File: src/core/hts_pkg.sv
package hts_pkg;
    localparam logic [7:0] ADDR_STAMP_MINUTES = 8'h21;
    localparam logic [7:0] ADDR_STAMP_HOURS   = 8'h22;
    localparam logic [7:0] ADDR_STAMP_DATE    = 8'h23;
    localparam int         MIN_W              = 7;
    localparam int         HOUR_W             = 6;
    localparam int         DATE_W             = 6;
    localparam logic [7:0] STAMP_RESET        = 8'h00;
    localparam logic [7:0] READ_IDLE          = 8'h00;
endpackage : hts_pkg

File: src/core/hts_snap_if.sv
`timescale 1ns/100ps
interface hts_snap_if;
    logic                       take;
    logic                       clear;
    logic [hts_pkg::MIN_W-1:0]  min_live;
    logic [hts_pkg::HOUR_W-1:0] hour_live;
    logic [hts_pkg::DATE_W-1:0] date_live;
    logic [hts_pkg::MIN_W-1:0]  min_held;
    logic [hts_pkg::HOUR_W-1:0] hour_held;
    logic [hts_pkg::DATE_W-1:0] date_held;
    modport ctrl (output take, clear, min_live, hour_live, date_live,
                  input min_held, hour_held, date_held);
    modport store (input take, clear, min_live, hour_live, date_live,
                   output min_held, hour_held, date_held);
endinterface : hts_snap_if

File: src/core/hts_stamp_regs.sv
`timescale 1ns/100ps
module hts_stamp_regs (
    input  wire logic                        clk_i,
    input  wire logic                        rst_i,
    input  wire logic                        hot_event_i,
    input  wire logic                        hot_stamp_enable_i,
    input  wire logic                        hot_stamp_overwrite_select_i,
    input  wire logic                        hot_stamp_clear_i,
    input  wire logic [hts_pkg::MIN_W-1:0]   live_minutes_i,
    input  wire logic [hts_pkg::HOUR_W-1:0]  live_hours_i,
    input  wire logic [hts_pkg::DATE_W-1:0]  live_date_i,
    input  wire logic                        reg_rd_i,
    input  wire logic                        reg_wr_i,
    input  wire logic [7:0]                  reg_addr_i,
    input  wire logic [7:0]                  reg_wdata_i,
    output logic      [7:0]                  reg_rdata_o,
    output logic                             stamp_valid_o
);
    import hts_pkg::*;

    hts_snap_if snap ();

    logic       have_stamp;
    logic       next_have_stamp;
    logic       take;
    logic [7:0] next_rdata;
    logic       unused_wr;

    // write port exists for bus symmetry; stamps are read-only
    assign unused_wr = reg_wr_i ^ (|reg_wdata_i);

    // first-event mode locks after the first capture until cleared
    always_comb begin
        take = hot_event_i && hot_stamp_enable_i
               && (hot_stamp_overwrite_select_i || !have_stamp);
    end

    assign snap.take      = take;
    assign snap.clear     = hot_stamp_clear_i;
    assign snap.min_live  = live_minutes_i;
    assign snap.hour_live = live_hours_i;
    assign snap.date_live = live_date_i;

    hts_snap_store u_store (
        .clk_i (clk_i),
        .rst_i (rst_i),
        .snap  (snap)
    );

    // set beats a same-cycle clear, matching the stamp store
    always_comb begin
        next_have_stamp = have_stamp;
        if (take) begin
            next_have_stamp = 1'b1;
        end else if (hot_stamp_clear_i) begin
            next_have_stamp = 1'b0;
        end
    end

    // read data registered; one cycle latency, zero when idle
    always_comb begin
        next_rdata = READ_IDLE;
        if (reg_rd_i) begin
            case (reg_addr_i)
                ADDR_STAMP_MINUTES: next_rdata = {1'b0, snap.min_held};
                ADDR_STAMP_HOURS:   next_rdata = {2'b00, snap.hour_held};
                ADDR_STAMP_DATE:    next_rdata = {2'b00, snap.date_held};
                default:            next_rdata = READ_IDLE;
            endcase
        end
    end

    always_ff @(posedge clk_i) begin
        if (rst_i) begin
            have_stamp    <= 1'b0;
            reg_rdata_o   <= 8'h00;
            stamp_valid_o <= 1'b0;
        end else begin
            have_stamp    <= next_have_stamp;
            reg_rdata_o   <= next_rdata;
            stamp_valid_o <= next_have_stamp;
        end
    end

    // assertions watch the held stamps through the carrier, not the ports
    chk_write_ignored: assert property (
        @(posedge clk_i) disable iff (rst_i)
        (reg_wr_i && !take && !hot_stamp_clear_i)
        |=> ($stable(snap.min_held) && $stable(snap.hour_held)
            && $stable(snap.date_held)))
        else $error("stamp changed on host write");

    chk_min_top_zero: assert property (
        @(posedge clk_i) disable iff (rst_i)
        (reg_rd_i && reg_addr_i == ADDR_STAMP_MINUTES)
        |=> (reg_rdata_o[7] == 1'b0))
        else $error("minutes bit 7 not zero");

    chk_hour_top_zero: assert property (
        @(posedge clk_i) disable iff (rst_i)
        (reg_rd_i && reg_addr_i == ADDR_STAMP_HOURS)
        |=> (reg_rdata_o[7:6] == 2'b00))
        else $error("hours upper bits not zero");

    chk_date_top_zero: assert property (
        @(posedge clk_i) disable iff (rst_i)
        (reg_rd_i && reg_addr_i == ADDR_STAMP_DATE)
        |=> (reg_rdata_o[7:6] == 2'b00))
        else $error("date upper bits not zero");

    chk_min_read: assert property (
        @(posedge clk_i) disable iff (rst_i)
        (reg_rd_i && reg_addr_i == ADDR_STAMP_MINUTES)
        |=> (reg_rdata_o[6:0] == $past(snap.min_held)))
        else $error("minutes read mismatch");

    chk_hour_read: assert property (
        @(posedge clk_i) disable iff (rst_i)
        (reg_rd_i && reg_addr_i == ADDR_STAMP_HOURS)
        |=> (reg_rdata_o == {2'b00, $past(snap.hour_held)}))
        else $error("hours read mismatch");

    chk_date_read: assert property (
        @(posedge clk_i) disable iff (rst_i)
        (reg_rd_i && reg_addr_i == ADDR_STAMP_DATE)
        |=> (reg_rdata_o == {2'b00, $past(snap.date_held)}))
        else $error("date read mismatch");

    chk_unmapped_zero: assert property (
        @(posedge clk_i) disable iff (rst_i)
        (reg_rd_i && (reg_addr_i < ADDR_STAMP_MINUTES || reg_addr_i > ADDR_STAMP_DATE))
        |=> (reg_rdata_o == READ_IDLE))
        else $error("unmapped read not zero");

    chk_idle_zero: assert property (
        @(posedge clk_i) disable iff (rst_i)
        !reg_rd_i
        |=> (reg_rdata_o == READ_IDLE))
        else $error("read data not zero when idle");

    chk_no_cap_disabled: assert property (
        @(posedge clk_i) disable iff (rst_i)
        (!hot_stamp_enable_i && !hot_stamp_clear_i)
        |=> ($stable(snap.min_held) && $stable(snap.hour_held)
            && $stable(snap.date_held)))
        else $error("capture while disabled");

    chk_valid_disabled: assert property (
        @(posedge clk_i) disable iff (rst_i)
        (!hot_stamp_enable_i && !stamp_valid_o)
        |=> !stamp_valid_o)
        else $error("stamp valid rose while disabled");

    chk_first_kept: assert property (
        @(posedge clk_i) disable iff (rst_i)
        (have_stamp && !hot_stamp_overwrite_select_i && !hot_stamp_clear_i)
        |=> ($stable(snap.min_held) && $stable(snap.hour_held)
            && $stable(snap.date_held)))
        else $error("first stamp overwritten");

    chk_latest_kept: assert property (
        @(posedge clk_i) disable iff (rst_i)
        (hot_event_i && hot_stamp_enable_i && hot_stamp_overwrite_select_i)
        |=> (snap.hour_held == $past(live_hours_i) && stamp_valid_o))
        else $error("latest stamp not kept");

    chk_valid_holds: assert property (
        @(posedge clk_i) disable iff (rst_i)
        (stamp_valid_o && !hot_stamp_clear_i)
        |=> stamp_valid_o)
        else $error("stamp valid dropped without clear");

    chk_clear_zero: assert property (
        @(posedge clk_i) disable iff (rst_i)
        (hot_stamp_clear_i && !take)
        |=> (snap.min_held == '0 && snap.hour_held == '0
            && snap.date_held == '0 && !stamp_valid_o))
        else $error("clear did not zero stamps");

    chk_snap_coherent: assert property (
        @(posedge clk_i) disable iff (rst_i)
        take
        |=> (snap.min_held == $past(live_minutes_i)
            && snap.hour_held == $past(live_hours_i)
            && snap.date_held == $past(live_date_i)))
        else $error("snapshot not coherent");

    chk_valid_on_take: assert property (
        @(posedge clk_i) disable iff (rst_i)
        take
        |=> stamp_valid_o)
        else $error("stamp valid not set by capture");

    chk_quiet_stable: assert property (
        @(posedge clk_i) disable iff (rst_i)
        (!hot_event_i && !hot_stamp_clear_i)
        |=> ($stable(snap.min_held) && $stable(snap.hour_held)
            && $stable(snap.date_held)))
        else $error("stamp changed without event");

    // main scenarios a run should reach
    cov_first_capture: cover property (
        @(posedge clk_i) disable iff (rst_i)
        take && !have_stamp);

    cov_overwrite: cover property (
        @(posedge clk_i) disable iff (rst_i)
        take && have_stamp);

    cov_clear_after: cover property (
        @(posedge clk_i) disable iff (rst_i)
        have_stamp ##1 hot_stamp_clear_i);

    cov_clear_with_take: cover property (
        @(posedge clk_i) disable iff (rst_i)
        take && hot_stamp_clear_i);

    cov_event_refused: cover property (
        @(posedge clk_i) disable iff (rst_i)
        hot_event_i && hot_stamp_enable_i && !take);
endmodule : hts_stamp_regs

File: src/core/hts_snap_store.sv
`timescale 1ns/100ps
module hts_snap_store (
    input  wire logic   clk_i,
    input  wire logic   rst_i,
    hts_snap_if.store   snap
);
    import hts_pkg::*;
    logic [MIN_W-1:0]  next_min;
    logic [HOUR_W-1:0] next_hour;
    logic [DATE_W-1:0] next_date;
    logic [MIN_W-1:0]  min_q;
    logic [HOUR_W-1:0] hour_q;
    logic [DATE_W-1:0] date_q;

    // capture wins over a same-cycle clear so no event is lost
    always_comb begin
        next_min  = min_q;
        next_hour = hour_q;
        next_date = date_q;
        if (snap.take) begin
            next_min  = snap.min_live;
            next_hour = snap.hour_live;
            next_date = snap.date_live;
        end else if (snap.clear) begin
            next_min  = STAMP_RESET[MIN_W-1:0];
            next_hour = STAMP_RESET[HOUR_W-1:0];
            next_date = STAMP_RESET[DATE_W-1:0];
        end
    end

    always_ff @(posedge clk_i) begin
        if (rst_i) begin
            min_q  <= '0;
            hour_q <= '0;
            date_q <= '0;
        end else begin
            min_q  <= next_min;
            hour_q <= next_hour;
            date_q <= next_date;
        end
    end

    assign snap.min_held  = min_q;
    assign snap.hour_held = hour_q;
    assign snap.date_held = date_q;
endmodule : hts_snap_store

File: config.mk
export PLATFORM = sky130hd
export DESIGN_NAME = hts_stamp_regs
export DESIGN_NICKNAME = d
export VERILOG_FILES = /design/src/core/hts_pkg.sv /design/src/core/hts_snap_if.sv /design/src/core/hts_stamp_regs.sv /design/src/core/hts_snap_store.sv
export SDC_FILE = /design/constraint.sdc
export NUM_CORES = 1
export LEC_CHECK = 0
export ABC_AREA = 1
export BUFFER_PORTS_ARGS = -buffer_cell sky130_fd_sc_hd__clkbuf_2
export CORE_MARGIN = 2
export CORE_UTILIZATION = 40
export CTS_CLUSTER_DIAMETER = 200
export DETAILED_ROUTE_END_ITERATION = 10
export MAX_ROUTING_LAYER = met4
export PLACE_DENSITY = 0.67
export SYNTH_ARGS = -nofsm -noshare
export SYNTH_HDL_FRONTEND = slang
export SYNTH_SLANG_ARGS = --single-unit
export TNS_END_PERCENT = 50
File: constraint.sdc
create_clock -name clk_i -period 1.4 [get_ports clk_i]
set_input_delay 0.07 -clock clk_i [delete_from_list [all_inputs] [get_ports clk_i]]
set_output_delay 0.07 -clock clk_i [all_outputs]
set_load 0.01 [all_outputs]
[Word level (Yosys, flattened, before mapping)]
Cells that the tools add are included.
Cells by class
  bitwise operators: 1
  reduce and logical (&&, ||, !) cells: 6
  equality and inequality tests: 3
  muxes and demuxes: 8
Operators by type and width (count)
  $eq 8x6->1 const B: 3
  $pmux 7 s3: 1
  $mux 6: 3
  $mux 7: 2
  $logic_and 1x1->1: 2
  $mux 1: 2
  $reduce_bool 2->1: 1
  $reduce_or 2->1: 1
  $logic_not 1->1: 1
  $logic_or 1x1->1: 1
  $not 1->1: 1
Storage, ports and cells
  bits in registers: 28
  input bits: 43
  output and inout bits: 9

[Longest topological paths before layout]
  depth in word-level cells: 4
  mapped depth: 8

[Modules after synthesis]
A second synthesis with hierarchy kept.
Unflattened totals
  cell total of the unflattened synthesis: 161
  area total of the unflattened synthesis: 1186.1 sq um
Modules (own cells, without submodules)
  hts_snap_store: seq. area each 380.4 sq um, times used 1, cells an instance 82, area each 679.4 sq um
  hts_stamp_regs: seq. area each 160.2 sq um, times used 1, cells an instance 79, area each 506.7 sq um

[Worst setup path before layout]
OpenSTA, ideal clock, no wires.
  path kind: flip-flop to flip-flop
  start point: reg have_stamp
  end point: reg u_store.min_q[1] (netlist: u_store.snap.min_held[1])
  arrival time: 871 ps
  clock period less this slack: 1001 ps
  buffers on the path: 2
  cell stages (with the launch flop): 6
  slack: 399 ps
  cells stage by stage: dfxtp_1 nand2_1 buf_4 buf_8 nand3_2 a21oi_2
On the way
  word-level cells in the longest chain between the ends: 4
RTL lines
  start: declaration: line hts_stamp_regs.sv:23  | logic have_stamp;
  start signal: assignment: line hts_stamp_regs.sv:79  | have_stamp <= next_have_stamp;
  $logic_not 1->1 *: line hts_stamp_regs.sv:35  | && (hot_stamp_overwrite_select_i || !have_stamp);
  $logic_or 1x1->1 *: line hts_stamp_regs.sv:35
  $logic_and 1x1->1 *: line hts_stamp_regs.sv:35
  $mux 7 / $reduce_bool 2->1 (equally long branches)
  end signal: assignment: line hts_snap_store.sv:37  | min_q <= next_min;
  end: declaration: line hts_snap_store.sv:11  | logic [MIN_W-1:0] min_q;
Every way passes the cells marked *; elsewhere a longest branch is shown, timed or not.
A chain may end at the register's enable or synchronous reset.

[Worst setup path after layout]
  start point: reg have_stamp
  end point: reg u_store.min_q[0] (netlist: u_store.snap.min_held[0])
The elaborated chain is that of the path after synthesis.

==> metrics.cfg <==
[outcome]
status=finished, final reports clean

[synthesis]
gate_count_post_synth=168
yosysTopAreaCellShare=0.399
postSynth.asyncResetShare=0
syn_area_per_cell_um2=8.06
synth_cell_types=20
postSynthNetCount=211
netlist_area_mm2=0.00135
seq_area_frac_synth=0.399
synth_largest_area_cell=dfxtp_1
synthesis.yosys.warnings=0
yosys_most_used_dff=dfxtp_1
synth-edff-count=0
postSynthRegisterBits=27
ys_top_cells_by_area=dfxtp_1, nand3_1, nand3_2

[layout]
num_antenna_cells=0
finish.utilization=0.548
mostFrequentLayoutCells=nand3_1, clkbuf_2, dfxtp_1, dlygate4sd3_1, inv_1
post_layout_nets=270
areaGrowthSynthToFinish_pct=33.0
layout_commonest_cell=nand3_1
layout-drive-gt1-share=0.381
layout.filler_cells=327

[worst_setup_path]
worstSetupEndpointType=flop
worstSetupPathType=reg2reg
cp_common_cell=nand2_1
cpMaxStageDelayCell=dfxtp_1
worst_ep_arrival_time_ns=1.35
critical_path_cell_sequence=nand2_1 > nand2_1 > buf_4 > nand3_1 > a21oi_1
critical_path_fanouts_max=20
timing.reg2reg.setup_slack_ns=0.32
timing.critical_path.from_type=flop
largest_stage_delay_worst_path_ns=0.38
critical_path_required_ns=1.67

[drt]
dr_total_vias=1251
detail_route.vias_per_cell=4.60
total_wirelength_um=2890
drc=0
detailedRoute.firstIterationViolations=29
routedWlPerCell_um=10.6
drt_pass1_iterations=4
detail-route-antenna-nets=0

[power]
cellPowerDensity_mw_per_mm2=769
p_total_uw=1380
peak_vdd_ir_mv=0.381
cellLeakagePower_uw=0.000803

[die]
num_rows=21
fp.dieH_um=62.2
core_mm2=0.00328
ioPinCount=52
die_area_mm2=0.00387
die-width_um=62.2
initial_utilization=0.412

[cts]
insertion_delay_to_the_later_sink_of_the_worst_skew_pair_ns=0.33
cts_setup_buffers=0
cts_max_path_buffers=2
cts_tree=done
numClockSinks=27
clkSlewWorstSetupHoldPaths_ns=0.15
clk_root_buffer_cell=clkbuf_4
ctsHtreeMaxLevel=1
numCtsBuffers=3

[sta]
final_min_period_over_clock_period=0.770
max_clock_freq_ghz=0.928
min_clock_period_post_route_ns=1.08
report.final.slew_viol_count=0
setup_viol=0
clock-skew-final_ns=0.00373
timing.final.hold_violations=0
rsz0062_at_grt=false
totalNegativeSetupSlack_ns=0

[placement]
port_buffers=41
detailedPlacementHpwl_um=1980
gp_congestion=0.776

[global_routing]
grt_max_degree=21
grt_pass1_wl_um=4800
grt_antenna_before_repair=0
track_usage=0.153
grt_remaining_overflow=0
first_global_vias=1117

[run]
max_cap_violations=0

[min_path]
timing.hold.worst.class=in2reg

-- through the flow --
stage / cells / hold slack (ns) / setup WS, ns / area (um2)
2_1_floorplan: 168 / 0.220 / 0.399 / 1350
3_3_place_gp: 249 / 0.326 / 0.369 / 1580
3_5_place_dp: 249 / 0.327 / 0.358 / 1580
4_1_cts: 272 / 0.0215 / 0.319 / 1800
5_1_grt: 272 / 0.0204 / 0.194 / 1800
6_report: 272 / 0.0147 / 0.322 / 1800
-- worst max-delay path, delay by kind of cell, from the launching register on --
family	cells	cell delay [ns]
compound gates	1	0.13
buf+inv	1	0.22
simple gates	3	0.28
flops	1	0.38
-- registers in the layout, indices dropped and copies added, names as in the netlist --
name / count
have_stamp: 1
reg_rdata_o: 7
u_store.snap.date_held: 6
u_store.snap.hour_held: 6
u_store.snap.min_held: 7
-- layer usage --
| metal | part of all wire | wire length (um) | global-route usage |
|---|---|---|---|
| met1 | 0.46 | 1320 | 0.195 |
| met2 | 0.48 | 1400 | 0.255 |
| met3 | 0.039 | 112 | 0.0163 |
| met4 | 0.020 | 59 | 0.0528 |
| met5 | 0 | 0 | - |
-- kinds of logic after synthesis --
kind of cell,share of synthesized area
buffers and inverters,0.118
AOI/OAI and AO/OA,0.111
other,0.00277
DFF,0.399
and+or+nand+nor,0.369
-- repair_timing --
action,in CTS,in global routing
hold buffers,19,0
endpoints found under the hold margin,19,0
gates resized for setup,0,0
-- cell type report --
type                       instances  area [um2]  share of cell area
clock inverter                     1        7.51             0.00417
clock buffer                       3        22.5              0.0125
tap                               46        57.6              0.0320
multi-input combinational        109         653               0.363
timing repair buffer              67         448               0.249
inverter                          19        71.3              0.0396
sequential                        27         541               0.300
-- Yosys cell counts, types with 2 or more instances --
cell	number
nand3_2	10
nand3_1	52
inv_2	3
dfxtp_1	27
nor2_2	3
buf_2	5
a21oi_1	10
nand2_1	14
nor2_4	3
clkbuf_1	2
a21oi_2	10
inv_1	16
nand2_2	3
buf_4	4
-- where the power goes --
part / switching [uW] / internal, uW
registers: 11.5 / 790
clock network: 241 / 109
logic: 120 / 112
-- path summary, 6_finish.rpt --
| kind | endpoint | from | cells past startpoint |
|---|---|---|---|
| setup / recovery | u_store.snap.min_held[0] | have_stamp | 5 |
| hold / removal | reg_rdata_o[5] | rst_i | 4 |
| setup reg to reg | u_store.snap.min_held[0] | have_stamp | 5 |
| hold reg to reg | reg_rdata_o[6] | u_store.snap.min_held[6] | 2 |
(Power assumes the default switching activity.)
